`config.mk`:
```
export PLATFORM = sky130hd
export DESIGN_NAME = rsc_top
export DESIGN_NICKNAME = d
export VERILOG_FILES = /design/src/hdl/rsc_pkg_note.sv /design/src/hdl/rsc_pkg.sv /design/src/hdl/rsc_top.sv /design/src/hdl/rsc_watchdog.sv
export VERILOG_INCLUDE_DIRS = /design/src /design/src/hdl
export SDC_FILE = /design/constraint.sdc
export NUM_CORES = 1
export LEC_CHECK = 0
export ABC_AREA = 1
export BUFFER_PORTS_ARGS = -buffer_cell sky130_fd_sc_hd__buf_2
export CORE_MARGIN = 3
export CORE_UTILIZATION = 28
export DETAILED_ROUTE_END_ITERATION = 7
export GPL_TIMING_DRIVEN = 0
export PLACE_DENSITY = 0.54
export RECOVER_POWER = 25
export SLEW_MARGIN = 20
export SYNTH_ARGS = -nofsm -noshare
export SYNTH_HDL_FRONTEND = slang
export SYNTH_HIERARCHICAL = 1
export SYNTH_SLANG_ARGS = --single-unit
export TNS_END_PERCENT = 30
```
`constraint.sdc`:
```
create_clock -name ref_clk -period 2.4 [get_ports ref_clk]
set_clock_uncertainty 0.1 [all_clocks]
set_input_delay 0.12 -clock ref_clk [delete_from_list [all_inputs] [get_ports ref_clk]]
set_output_delay 0.12 -clock ref_clk [all_outputs]
set_load 0.1 [all_outputs]
```
`src/hdl/rsc_consts.svh`:
```
// Constants for the reset source controller
`ifndef RSC_CONSTS_SVH
`define RSC_CONSTS_SVH

// ------------------------------------------------------------
// Register address and field positions
// ------------------------------------------------------------
`define RSC_SRC_ADDR      8'hef
`define RSC_BIT_RTC       7
`define RSC_BIT_FLASH     6
`define RSC_BIT_CMP       5
`define RSC_BIT_SW        4
`define RSC_BIT_WDT       3
`define RSC_BIT_MCD       2
`define RSC_BIT_PWR       1
`define RSC_BIT_PIN       0

// ------------------------------------------------------------
// Reset values
// ------------------------------------------------------------
`define RSC_FLAGS_POR     8'h02
`define RSC_ZERO8         8'h00

// ------------------------------------------------------------
// Timing
// ------------------------------------------------------------
`define RSC_CLK_PERIOD_NS 100
`define RSC_MCD_TIME_NS   100000
`define RSC_MCD_CYC       ((`RSC_MCD_TIME_NS + `RSC_CLK_PERIOD_NS - 1) / `RSC_CLK_PERIOD_NS)
`define RSC_HOLD_CYC      8'h10
`define RSC_WDT_DIV       4'hc
`define RSC_WDT_MAX       16'hffff

`endif

```
`src/hdl/rsc_pkg_note.sv`:
```
// Empty compile unit intentionally omitted

```
`src/hdl/rsc_pkg.sv`:
```
// Types shared by the reset source controller modules
package rsc_pkg;

    typedef enum logic [1:0] {
        RSC_RUN  = 2'b00,
        RSC_HOLD = 2'b01,
        RSC_PIN  = 2'b10
    } rsc_state_t;

    typedef struct packed {
        rsc_state_t  st;
        logic [7:0]  hold;
        logic [7:0]  flags;
        logic        en_rtc;
        logic        en_cmp;
        logic        en_mcd;
        logic        en_pwr;
        logic        wdt_en;
        logic [10:0] mcd_cnt;
        logic [1:0]  pin_s;
        logic [1:0]  sup_s;
        logic [1:0]  cmp_s;
        logic [1:0]  slow_s;
        logic [1:0]  clk_s;
        logic        clk_prev;
        logic [7:0]  rdata;
        logic        rst_out;
    } rsc_ctl_t;

    typedef struct packed {
        logic [3:0]  div;
        logic [15:0] cnt;
        logic        fire;
    } rsc_wdt_t;

endpackage

```
`src/hdl/rsc_top.sv`:
```
// Reset source controller: collects reset causes and records the last one
//
// How it works
// - Watchdog restarts enabled, clock divided twelve
// - Watchdog overflow resets, sets bit three
// - Watchdog source gated off in low power
// - Internal resets never touch the reset pin
// - Flash write above lock byte resets
// - Code read above lock byte resets
// - Fetch above lock byte resets
// - Security-blocked flash access resets
// - Flash write with monitor off resets
// - Flash error reads one in bit six
// - Oscillator fail needs detector and slow clock
// - Alarm fires when enabled and values match
// - Bit seven enables clock alarm source, flags
// - Clock alarm source stays live in sleep
// - Writing bit four forces reset, flags it
// - Bit five enables comparator source, flags
// - Bit two enables clock loss detector, flags
// - Bit one enables supply source, flags power
// - Bit zero flags external pin reset
// - Read-modify-write keeps other enables intact
// - External pin low holds device in reset
// - Clock stalled over 100 us resets
`timescale 1ns/1ps
`include "rsc_consts.svh"

module rsc_top
    import rsc_pkg::*;
(
    input  wire logic        ref_clk,
    input  wire logic        rst_n,
    // Special function register port
    input  wire logic [7:0]  sfr_addr,
    input  wire logic        sfr_wr,
    input  wire logic        sfr_rd,
    input  wire logic        sfr_rmw,
    input  wire logic [7:0]  sfr_wdata,
    output logic      [7:0]  sfr_rdata,
    // Pins and analog status
    input  wire logic        ext_reset_pin_n,
    input  wire logic        supply_ok,
    input  wire logic        supply_mon_on,
    input  wire logic        cmp_below,
    input  wire logic        cmp_wake_en,
    input  wire logic        system_clock_mon,
    input  wire logic        low_power,
    // Watchdog control from the counter array
    input  wire logic        wdt_disable,
    input  wire logic        wdt_service,
    // Clock alarm
    input  wire logic        osc_fail_det_en,
    input  wire logic        rtc_below_20khz,
    input  wire logic        alarm_en,
    input  wire logic [31:0] rtc_timer,
    input  wire logic [31:0] alarm_compare_registers,
    // Flash access monitoring
    input  wire logic [15:0] lock_addr,
    input  wire logic        program_store_write_enable,
    input  wire logic        external_data_move,
    input  wire logic [15:0] xdata_addr,
    input  wire logic        code_memory_read,
    input  wire logic [15:0] code_addr,
    input  wire logic        fetch,
    input  wire logic [15:0] fetch_addr,
    input  wire logic        security_block,
    output logic             flash_write_grant,
    // Reset to the rest of the system
    output logic             sys_rst_n_out
);

    rsc_ctl_t c_reg;
    rsc_ctl_t c_next;

    logic       wdt_timeout;
    logic       wdt_restart;
    logic       wdt_run;
    logic       wr_src;
    logic       wr_attempt;
    logic       fe_lock;
    logic       fe_code;
    logic       fe_fetch;
    logic       fe_vdm;
    logic       flash_err;
    logic       alarm_hit;
    logic       osc_fail;
    logic       rtc_event;
    logic       cmp_event;
    logic       pwr_event;
    logic       mcd_event;
    logic       pin_low;
    logic       clk_edge;
    logic [7:0] cause;
    logic [7:0] cause_one;

    // ------------------------------------------------------------
    // Helpers
    // ------------------------------------------------------------
    function automatic logic above_lock(input logic [15:0] a,
                                        input logic [15:0] lock);
        above_lock = (a > lock);
    endfunction

    // Only one register sits behind the port, at one address
    function automatic logic is_src(input logic [7:0] a);
        is_src = (a == `RSC_SRC_ADDR);
    endfunction

    // Lowest bit wins: pin, power, clock loss, watchdog,
    // software, comparator, flash, alarm.
    function automatic logic [7:0] pick_cause(input logic [7:0] v);
        logic [7:0] r;
        r = 8'h00;
        for (int i = 7; i >= 0; i--) begin
            if (v[i]) begin
                r = 8'h00;
                r[i] = 1'b1;
            end
        end
        pick_cause = r;
    endfunction

    // ------------------------------------------------------------
    // Watchdog
    // ------------------------------------------------------------
    // The enable bit itself is kept across low power; only its effect
    // is gated, so the previous setting returns on wake-up.
    assign wdt_run     = c_reg.wdt_en && !low_power;
    // Held at zero while in reset so the count starts fresh on release
    assign wdt_restart = (c_reg.st != RSC_RUN);

    rsc_watchdog u_wdt (
        .ref_clk (ref_clk),
        .rst_n   (rst_n),
        .restart (wdt_restart),
        .run     (wdt_run),
        .service (wdt_service),
        .timeout (wdt_timeout)
    );

    // ------------------------------------------------------------
    // Flash access checks
    // ------------------------------------------------------------
    assign wr_attempt = program_store_write_enable && external_data_move;
    assign fe_lock    = wr_attempt && above_lock(xdata_addr, lock_addr);
    assign fe_code    = code_memory_read &&
                        above_lock(code_addr, lock_addr);
    assign fe_fetch   = fetch && above_lock(fetch_addr, lock_addr);
    assign fe_vdm     = wr_attempt && !supply_mon_on;
    // Blocked accesses are refused here and turned into a reset
    assign flash_err  = fe_lock || fe_code || fe_fetch ||
                        security_block || fe_vdm;

    // Write goes through only when no violation stops it
    assign flash_write_grant = wr_attempt && !flash_err &&
                               (c_reg.st == RSC_RUN);

    // ------------------------------------------------------------
    // Other reset sources
    // ------------------------------------------------------------
    // A match is a level: it resets again on each re-enable until software moves it
    assign alarm_hit = alarm_en &&
                       (rtc_timer == alarm_compare_registers);
    assign osc_fail  = osc_fail_det_en && c_reg.slow_s[1];
    // Alarm source is not gated by low power
    assign rtc_event = c_reg.en_rtc && (alarm_hit || osc_fail);

    // Comparator survives low power only when armed as wake source
    assign cmp_event = c_reg.en_cmp && c_reg.cmp_s[1] &&
                       (!low_power || cmp_wake_en);
    assign pwr_event = c_reg.en_pwr && !c_reg.sup_s[1];
    assign mcd_event = c_reg.en_mcd && !low_power &&
                       (c_reg.mcd_cnt >= 11'(`RSC_MCD_CYC));
    assign pin_low   = !c_reg.pin_s[1];
    assign clk_edge  = c_reg.clk_s[1] ^ c_reg.clk_prev;

    assign wr_src = sfr_wr && is_src(sfr_addr);

    // ------------------------------------------------------------
    // Cause collection
    // ------------------------------------------------------------
    // Every source is sampled at once; the priority pick below keeps
    // the recorded flag one-hot even when two causes coincide.
    always_comb begin
        cause = 8'h00;
        cause[`RSC_BIT_PIN]   = pin_low;
        cause[`RSC_BIT_PWR]   = pwr_event;
        cause[`RSC_BIT_MCD]   = mcd_event;
        cause[`RSC_BIT_CMP]   = cmp_event;
        cause[`RSC_BIT_WDT]   = wdt_timeout;
        cause[`RSC_BIT_SW]    = wr_src && sfr_wdata[`RSC_BIT_SW];
        cause[`RSC_BIT_FLASH] = flash_err;
        cause[`RSC_BIT_RTC]   = rtc_event;
    end

    assign cause_one = pick_cause(cause);

    // ------------------------------------------------------------
    // Next state
    // ------------------------------------------------------------
    always_comb begin
        c_next = c_reg;

        // Two-stage synchronisers for pin, supply, comparator, slow clock and watched clock; only the
        // second stage feeds logic, so a metastable first stage never
        // reaches the decisions below.
        c_next.pin_s    = {c_reg.pin_s[0], ext_reset_pin_n};
        c_next.sup_s    = {c_reg.sup_s[0], supply_ok};
        c_next.cmp_s    = {c_reg.cmp_s[0], cmp_below};
        c_next.slow_s   = {c_reg.slow_s[0], rtc_below_20khz};
        c_next.clk_s    = {c_reg.clk_s[0], system_clock_mon};
        c_next.clk_prev = c_reg.clk_s[1];

        // Clock loss timer: restarted by any edge of the watched clock
        // and saturating, so a long stall cannot wrap round and hide.
        if (clk_edge || !c_reg.en_mcd || low_power) begin
            c_next.mcd_cnt = 11'h000;
        end else if (c_reg.mcd_cnt < 11'(`RSC_MCD_CYC)) begin
            c_next.mcd_cnt = c_reg.mcd_cnt + 11'h001;
        end

        // Software may switch the watchdog off; any reset turns it on
        if (wdt_disable) begin
            c_next.wdt_en = 1'b0;
        end

        // --------------------------------------------------------
        // Reset sequencing
        // --------------------------------------------------------
        case (c_reg.st)
            RSC_RUN: begin
                c_next.rst_out = 1'b0;
                if (cause != 8'h00) begin
                    // Only the winning cause is recorded
                    c_next.flags   = cause_one;
                    c_next.st      = RSC_HOLD;
                    c_next.hold    = `RSC_ZERO8;
                    c_next.rst_out = 1'b1;
                end else if (wr_src) begin
                    // Writes count only in run; a cause in that cycle wins
                    c_next.en_rtc = sfr_wdata[`RSC_BIT_RTC];
                    c_next.en_cmp = sfr_wdata[`RSC_BIT_CMP];
                    c_next.en_mcd = sfr_wdata[`RSC_BIT_MCD];
                    c_next.en_pwr = sfr_wdata[`RSC_BIT_PWR];
                end
            end
            RSC_HOLD: begin
                c_next.rst_out = 1'b1;
                // A pin or supply fault during the hold takes the flag
                if (pin_low) begin
                    c_next.flags = cause_one;
                    c_next.st    = RSC_PIN;
                end else if (pwr_event) begin
                    c_next.flags = cause_one;
                    // Restart the stretch so release waits for good supply
                    c_next.hold  = `RSC_ZERO8;
                end else if (c_reg.hold == `RSC_HOLD_CYC - 8'h01) begin
                    c_next.st      = RSC_RUN;
                    c_next.rst_out = 1'b0;
                    // Watchdog turns back on; alarm, comparator and clock loss enables fall back to off
                    c_next.wdt_en  = 1'b1;
                    c_next.en_rtc  = 1'b0;
                    c_next.en_cmp  = 1'b0;
                    c_next.en_mcd  = 1'b0;
                    c_next.mcd_cnt = 11'h000;
                end else begin
                    c_next.hold = c_reg.hold + 8'h01;
                end
            end
            RSC_PIN: begin
                // Held in reset for as long as the pin stays low,
                // then stretched once more by the full hold count
                c_next.rst_out = 1'b1;
                c_next.flags   = `RSC_ZERO8;
                c_next.flags[`RSC_BIT_PIN] = 1'b1;
                if (!pin_low) begin
                    c_next.st   = RSC_HOLD;
                    c_next.hold = `RSC_ZERO8;
                end
            end
            default: begin
                c_next.st      = RSC_HOLD;
                c_next.hold    = `RSC_ZERO8;
                c_next.rst_out = 1'b1;
            end
        endcase

        // --------------------------------------------------------
        // Register read path
        // --------------------------------------------------------
        // Read data: flags normally; enables on read-modify-write so
        // the write-back leaves other sources as they were.
        // The force bit reads zero there, so write-back never resets.
        c_next.rdata = `RSC_ZERO8;
        if (sfr_rd && is_src(sfr_addr)) begin
            if (sfr_rmw) begin
                c_next.rdata[`RSC_BIT_RTC] = c_reg.en_rtc;
                c_next.rdata[`RSC_BIT_CMP] = c_reg.en_cmp;
                c_next.rdata[`RSC_BIT_MCD] = c_reg.en_mcd;
                c_next.rdata[`RSC_BIT_PWR] = c_reg.en_pwr;
            end else begin
                c_next.rdata = c_reg.flags;
            end
        end
    end

    // ------------------------------------------------------------
    // State register
    // ------------------------------------------------------------
    // Power-on leaves the supply source armed and reports the power
    // flag; the system reset is then stretched by the hold count.
    // Pin and supply synchronisers start at the idle high level to avoid a false cause.
    always_ff @(posedge ref_clk) begin
        if (!rst_n) begin
            c_reg          <= '0;
            c_reg.st       <= RSC_HOLD;
            c_reg.flags    <= `RSC_FLAGS_POR;
            c_reg.en_pwr   <= 1'b1;
            c_reg.wdt_en   <= 1'b1;
            c_reg.pin_s    <= 2'b11;
            c_reg.sup_s    <= 2'b11;
            c_reg.rst_out  <= 1'b1;
        end else begin
            c_reg <= c_next;
        end
    end

    // ------------------------------------------------------------
    // Outputs
    // ------------------------------------------------------------
    // The pin is input only here, so no internal cause can pull it.
    // The hold count keeps every internal reset a fixed minimum long.
    assign sys_rst_n_out = !c_reg.rst_out;
    assign sfr_rdata     = c_reg.rdata;

endmodule

```
`src/hdl/rsc_watchdog.sv`:
```
// Watchdog counter clocked by an enable at one twelfth of the clock
`timescale 1ns/1ps
`include "rsc_consts.svh"

module rsc_watchdog
    import rsc_pkg::*;
(
    input  wire logic ref_clk,
    input  wire logic rst_n,
    input  wire logic restart,
    input  wire logic run,
    input  wire logic service,
    output logic      timeout
);

    rsc_wdt_t s_reg;
    rsc_wdt_t s_next;

    // ------------------------------------------------------------
    // Divide by twelve, then count ticks up to overflow
    // ------------------------------------------------------------
    always_comb begin
        s_next      = s_reg;
        s_next.fire = 1'b0;
        if (restart || service) begin
            s_next.div = 4'h0;
            s_next.cnt = 16'h0000;
        end else if (run) begin
            if (s_reg.div == `RSC_WDT_DIV - 4'h1) begin
                s_next.div = 4'h0;
                if (s_reg.cnt == `RSC_WDT_MAX) begin
                    s_next.cnt  = 16'h0000;
                    s_next.fire = 1'b1;
                end else begin
                    s_next.cnt = s_reg.cnt + 16'h0001;
                end
            end else begin
                s_next.div = s_reg.div + 4'h1;
            end
        end
    end

    always_ff @(posedge ref_clk) begin
        if (!rst_n) begin
            s_reg <= '0;
        end else begin
            s_reg <= s_next;
        end
    end

    assign timeout = s_reg.fire;

endmodule

```
# Yosys cells after proc, flatten, opt, wreduce, memory -nomap -nowiden
# Index checks and enable logic that the tools add are counted.
# op_classes
magnitude_cmp	5
n_reduce_logical	50
addsub	4
mux	44
eq_ne	18
n_bitwise	6
# ops
op	count
$mux W8	13
$gt A16 B16 Y1	3
$mux W12	4
$eq A32 B32 Y1	1
$pmux W10 S3	1
$pmux W8 S3	1
$mux W11	2
$logic_and A1 B1 Y1	19
$mux W18	1
$add A16 B1 Y16 const B	1
$eq A16 B16 Y1 const B	1
$mux W16	1
$mux W4	3
$ne A2 B2 Y1 const B	6
$ne A3 B3 Y1 const B	4
$add A11 B1 Y11 const B	1
$ge A11 B10 Y1 const B	1
$lt A11 B10 Y1 const B	1
$mux W10	1
$logic_or A1 B1 Y1	9
$mux W3	3
$add A8 B1 Y8 const B	1
$eq A8 B4 Y1 const B	1
$eq A8 B8 Y1 const B	1
other kinds (23)	47
# totals
regBits	75
elab_cells	148

# Longest topological paths before layout
# depth
ltp_word	16
depth_mapped	22
depth_no_buf	21

# Hierarchy
# The synthesis kept the hierarchy.
# by_module_without_submodules
mod	n_inst	cells_per_inst	area_per_inst_um2	seq_area_each_um2
rsc_top	1	649	4215.3	1081.0
rsc_watchdog	1	156	1082.3	420.4

# Least setup slack after synthesis
# Ideal clock, no wire load.
# synth_timing
path_kind	input to output
from	input port lock_addr[7]
to	output port flash_write_grant
path_slack_ns	-0.223
t_arrival_ns	2.403
path_stages	11
cell_sequence	inv_1 > ha_1 > nand2_1 > nor2_2 > nand4_1 > o21a_1 > nand2_1 > nand2_1 > nor2_2 > nand3_1 > nor2_1
# synth_via
elab_chain_cells	9
# synth_rtl
element	line	rtl
from (decl)	rsc_top.sv:59	input wire logic [15:0] lock_addr,
$gt A16 B16 Y1	rsc_top.sv:102	above_lock = (a > lock);
$logic_and A1 B1 Y1, on equally long branches	rsc_top.sv:146, rsc_top.sv:147	
$logic_or A1 B1 Y1	rsc_top.sv:152	assign flash_err = fe_lock || fe_code || fe_fetch ||
$logic_or A1 B1 Y1 * (2 in series)	rsc_top.sv:152	
$logic_or A1 B1 Y1 *	rsc_top.sv:153	security_block || fe_vdm;
$logic_not A1 Y1 *	rsc_top.sv:156	assign flash_write_grant = wr_attempt && !flash_err &&
$logic_and A1 B1 Y1 * (2 in series)	rsc_top.sv:156	
to (decl)	rsc_top.sv:68	output logic flash_write_grant,
# Every way passes the cells marked *; elsewhere a longest branch is shown, timed or not.

# Worst setup path in the final report
# Ends and elaborated chain as after synthesis.

==> results.sh <==
export IMPL_status="completed"
export IMPL_clk_path_buf_depth=2
export IMPL_finalWeightedCongestion=0.811
export IMPL_max_slew_margin_pct=23.4
export IMPL_area_growth_pct=28.4
export IMPL_grt_usage_pct=13.1
export IMPL_viasPerCell=4.25
export IMPL_worst_setup_path_start_kind="primary input"
export IMPL_drive_gt1_share_pct=22.9
export IMPL_design_core_area_sq_um=18300
export IMPL_crit_path_start="lock_addr[7]"
export IMPL_synth_seq_cells=75
export IMPL_avgRoutedWirePerCell_um=11.4
export IMPL_fin_crit_sh_pct=90.3
export IMPL_h_tree_depth=3
export IMPL_synth_warnings=6
export IMPL_vias=5226
export IMPL_slew_viol_final=0
export IMPL_p_per_area_nw_per_um2=460
export IMPL_finalSetupViolCount=0
export IMPL_syn_avg_cell_area_sq_um=6.58
export IMPL_critPathCaptureType="output pin"
export IMPL_synth_cell_types=39
export IMPL_timing_rr_end="c_reg[47]$_SDFFE_PN0P_"
export IMPL_drv_cap=0
export IMPL_largest_register_ffs=40
export IMPL_worstPathMaxFanout=3
export IMPL_cts_root_buf="clkbuf_16"
export IMPL_rsz0062_at_grt="false"
export IMPL_drtIter0Drc=173
export IMPL_grt_max_degree=14
export IMPL_start_util_pct=29.0
export IMPL_path_class="in -> out"
export IMPL_synth_top_area_share_pct=28.3
export IMPL_ff2ff_path_depth=8
export IMPL_synthCells=805
export IMPL_clock_sinks=75
export IMPL_ff2ff_setup_slack_ns=0.26
export IMPL_hold_viol=0
export IMPL_cts_tree="done"
export IMPL_die_w_um=144
export IMPL_endpoint="flash_write_grant"
export IMPL_synth_edf_count=0
export IMPL_ys_top_cells_by_area="dfxtp_1 (28%), nand2_1 (15%), ha_1 (13%)"
export IMPL_dp_hpwl_um=11700
export IMPL_post_cts_setup_buffer_count=0
export IMPL_setup_tns_ns=0
export IMPL_numCtsBuffers=9
export IMPL_die_y_um=144
export IMPL_worstMarginPinSlew_ns=1.15
export IMPL_min_period_ns=2.17
export IMPL_insertion_delay_ns=0.33
export IMPL_grt_pass1_vias=4631
export IMPL_hold_path_class="in -> reg"
export IMPL_worstPathArrival_ns=1.95
export IMPL_io_pins=176
export IMPL_synth_ff_type="dfxtp_1"
export IMPL_n_antenna_cell=0
export IMPL_io_buffers=172
export IMPL_overflow=0
export IMPL_rows=49
export IMPL_clk_pin_slew_ns=0.06
export IMPL_postRouteAntennaNets=0
export IMPL_fillCellCount=1991
export IMPL_synthArstFlopShare_pct=0
export IMPL_r2r_start="c_reg[32]$_SDFFE_PN1P_"
export IMPL_cp_required_ns=2.18
export IMPL_fmax_mhz=461
export IMPL_post_route_drc_count=0
export IMPL_synth_top_area_cell="dfxtp_1"
export IMPL_total_power_mw=3.13
export IMPL_antenna_found_initial=0
export IMPL_syn_num_nets=1024
export IMPL_ir_worst_vdd_mv=0.310
export IMPL_fin_nets=1215
export IMPL_grt_first_pass_wirelength_um=21600
export IMPL_syn_area_sq_um=5300
export IMPL_leakage_nw=3.54
export IMPL_first_pass_iters=6
export IMPL_dieArea_sq_um=20600
export IMPL_wl_um=14000
export IMPL_seq_area_frac_synth_pct=28.3
critical path, stage by stage:
cell	delay, ns
buf_2	0.07
inv_1	0.07
ha_1	0.31
nand2_1	0.06
nor2_1	0.15
nand4_1	0.14
o21ai_0	0.17
a21oi_1	0.08
nor2_2	0.15
nand3_1	0.10
nor2_2	0.08
buf_2	0.44
synth_stat cells, types with 4 or more instances:
| library cell | number |
|---|---|
| nor2_2 | 9 |
| nor2_1 | 113 |
| a21oi_1 | 37 |
| or2_2 | 7 |
| nand3_1 | 26 |
| nand2_1 | 210 |
| xor2_1 | 11 |
| o21ai_0 | 25 |
| ha_1 | 53 |
| dfxtp_1 | 75 |
| nand2_4 | 5 |
| nand4_1 | 23 |
| xnor2_1 | 10 |
| inv_1 | 131 |
| nor3b_1 | 4 |
| nor3_1 | 17 |
| buf_4 | 8 |
layer usage:
metal	vias to the layer above	wire length [um]	GRT usage, %
li1	2909	-	-
met3	10	717	2.70
met2	114	6540	22.7
met1	2193	6610	16.4
met5	-	0	0
met4	0	133	3.62
cells in the final DEF (no fill, tap or decap), types with 3 or more instances in the layout:
cell type,n
a211oi_1,3
a21oi_1,37
buf_2,169
buf_4,8
clkbuf_1,8
clkbuf_16,9
clkinvlp_4,4
dfxtp_1,75
dlygate4sd3_1,8
ha_1,53
inv_1,131
inv_2,3
nand2_1,210
nand2_4,5
nand3_1,26
nand4_1,23
nor2_1,112
nor2_2,10
nor2_4,3
nor3_1,17
nor3b_1,4
o211ai_1,3
o21a_1,3
o21ai_0,25
or2_2,7
xnor2_1,10
xor2_1,11
what timing repair did:
item | in CTS | in global routing
hold buffers | 8 | 0
hold endpoints to repair | 11 | 0
gates resized for setup | 0 | 0
worst min path at each step:
stage                startpoint                endpoint  slack [ns]  cells past startpoint
3_5_place_dp    rtc_below_20khz   c_next[13]$_SDFF_PN0_        0.21                      3
3_3_place_gp    rtc_below_20khz   c_next[13]$_SDFF_PN0_        0.20                      3
2_1_floorplan  system_clock_mon   c_next[11]$_SDFF_PN0_        0.12                      2
5_1_grt            sfr_wdata[2]  c_reg[33]$_SDFFE_PN0P_        0.04                      5
4_1_cts            sfr_wdata[2]  c_reg[33]$_SDFFE_PN0P_        0.02                      5
6_report           sfr_wdata[5]  c_reg[34]$_SDFFE_PN0P_        0.03                      5
cell families (layout without fill, tap and decap cells):
family | Yosys count | in the layout | share of synthesized area (%)
fa+ha+maj | 53 | 53 | 12.5
xor+xnor | 21 | 21 | 3.47
compound gates | 79 | 79 | 8.22
simple gates | 428 | 428 | 35.7
buf+inv | 148 | 344 | 11.5
mux | 1 | 1 | 0.189
flops | 75 | 75 | 28.3
report_power, final:
part           internal (mW)  total (mW)  switching, mW
sequential              1.28        1.30         0.0161
clock                  0.730        1.27          0.539
combinational          0.264       0.565          0.301
layout make-up:
class	instances	area (sq um)	share of cell area, %
clock inverter	5	38.8	0.570
inverter	134	503	7.39
timing repair buffer	180	935	13.7
sequential	75	1500	22.1
buffer	14	108	1.58
multi-input combinational	582	3190	46.9
clock buffer	11	243	3.57
tap	229	287	4.21
metrics by stage:
step / std cells / hold slack, ns / util [%] / area [sq um] / setup slack, ns
finish: 1230 / 0.0325 / 37.2 / 6800 / 0.232
global route: 1230 / 0.0421 / 37.2 / 6800 / 0.0436
CTS: 1230 / 0.0191 / 37.3 / 6810 / 0.223
detailed placement: 1206 / 0.207 / 35.3 / 6450 / 0.0617
global placement: 1206 / 0.205 / 35.3 / 6450 / 0.0941
floorplan: 805 / 0.118 / - / 5300 / 0.227
Power figures use the tool's default switching activity.
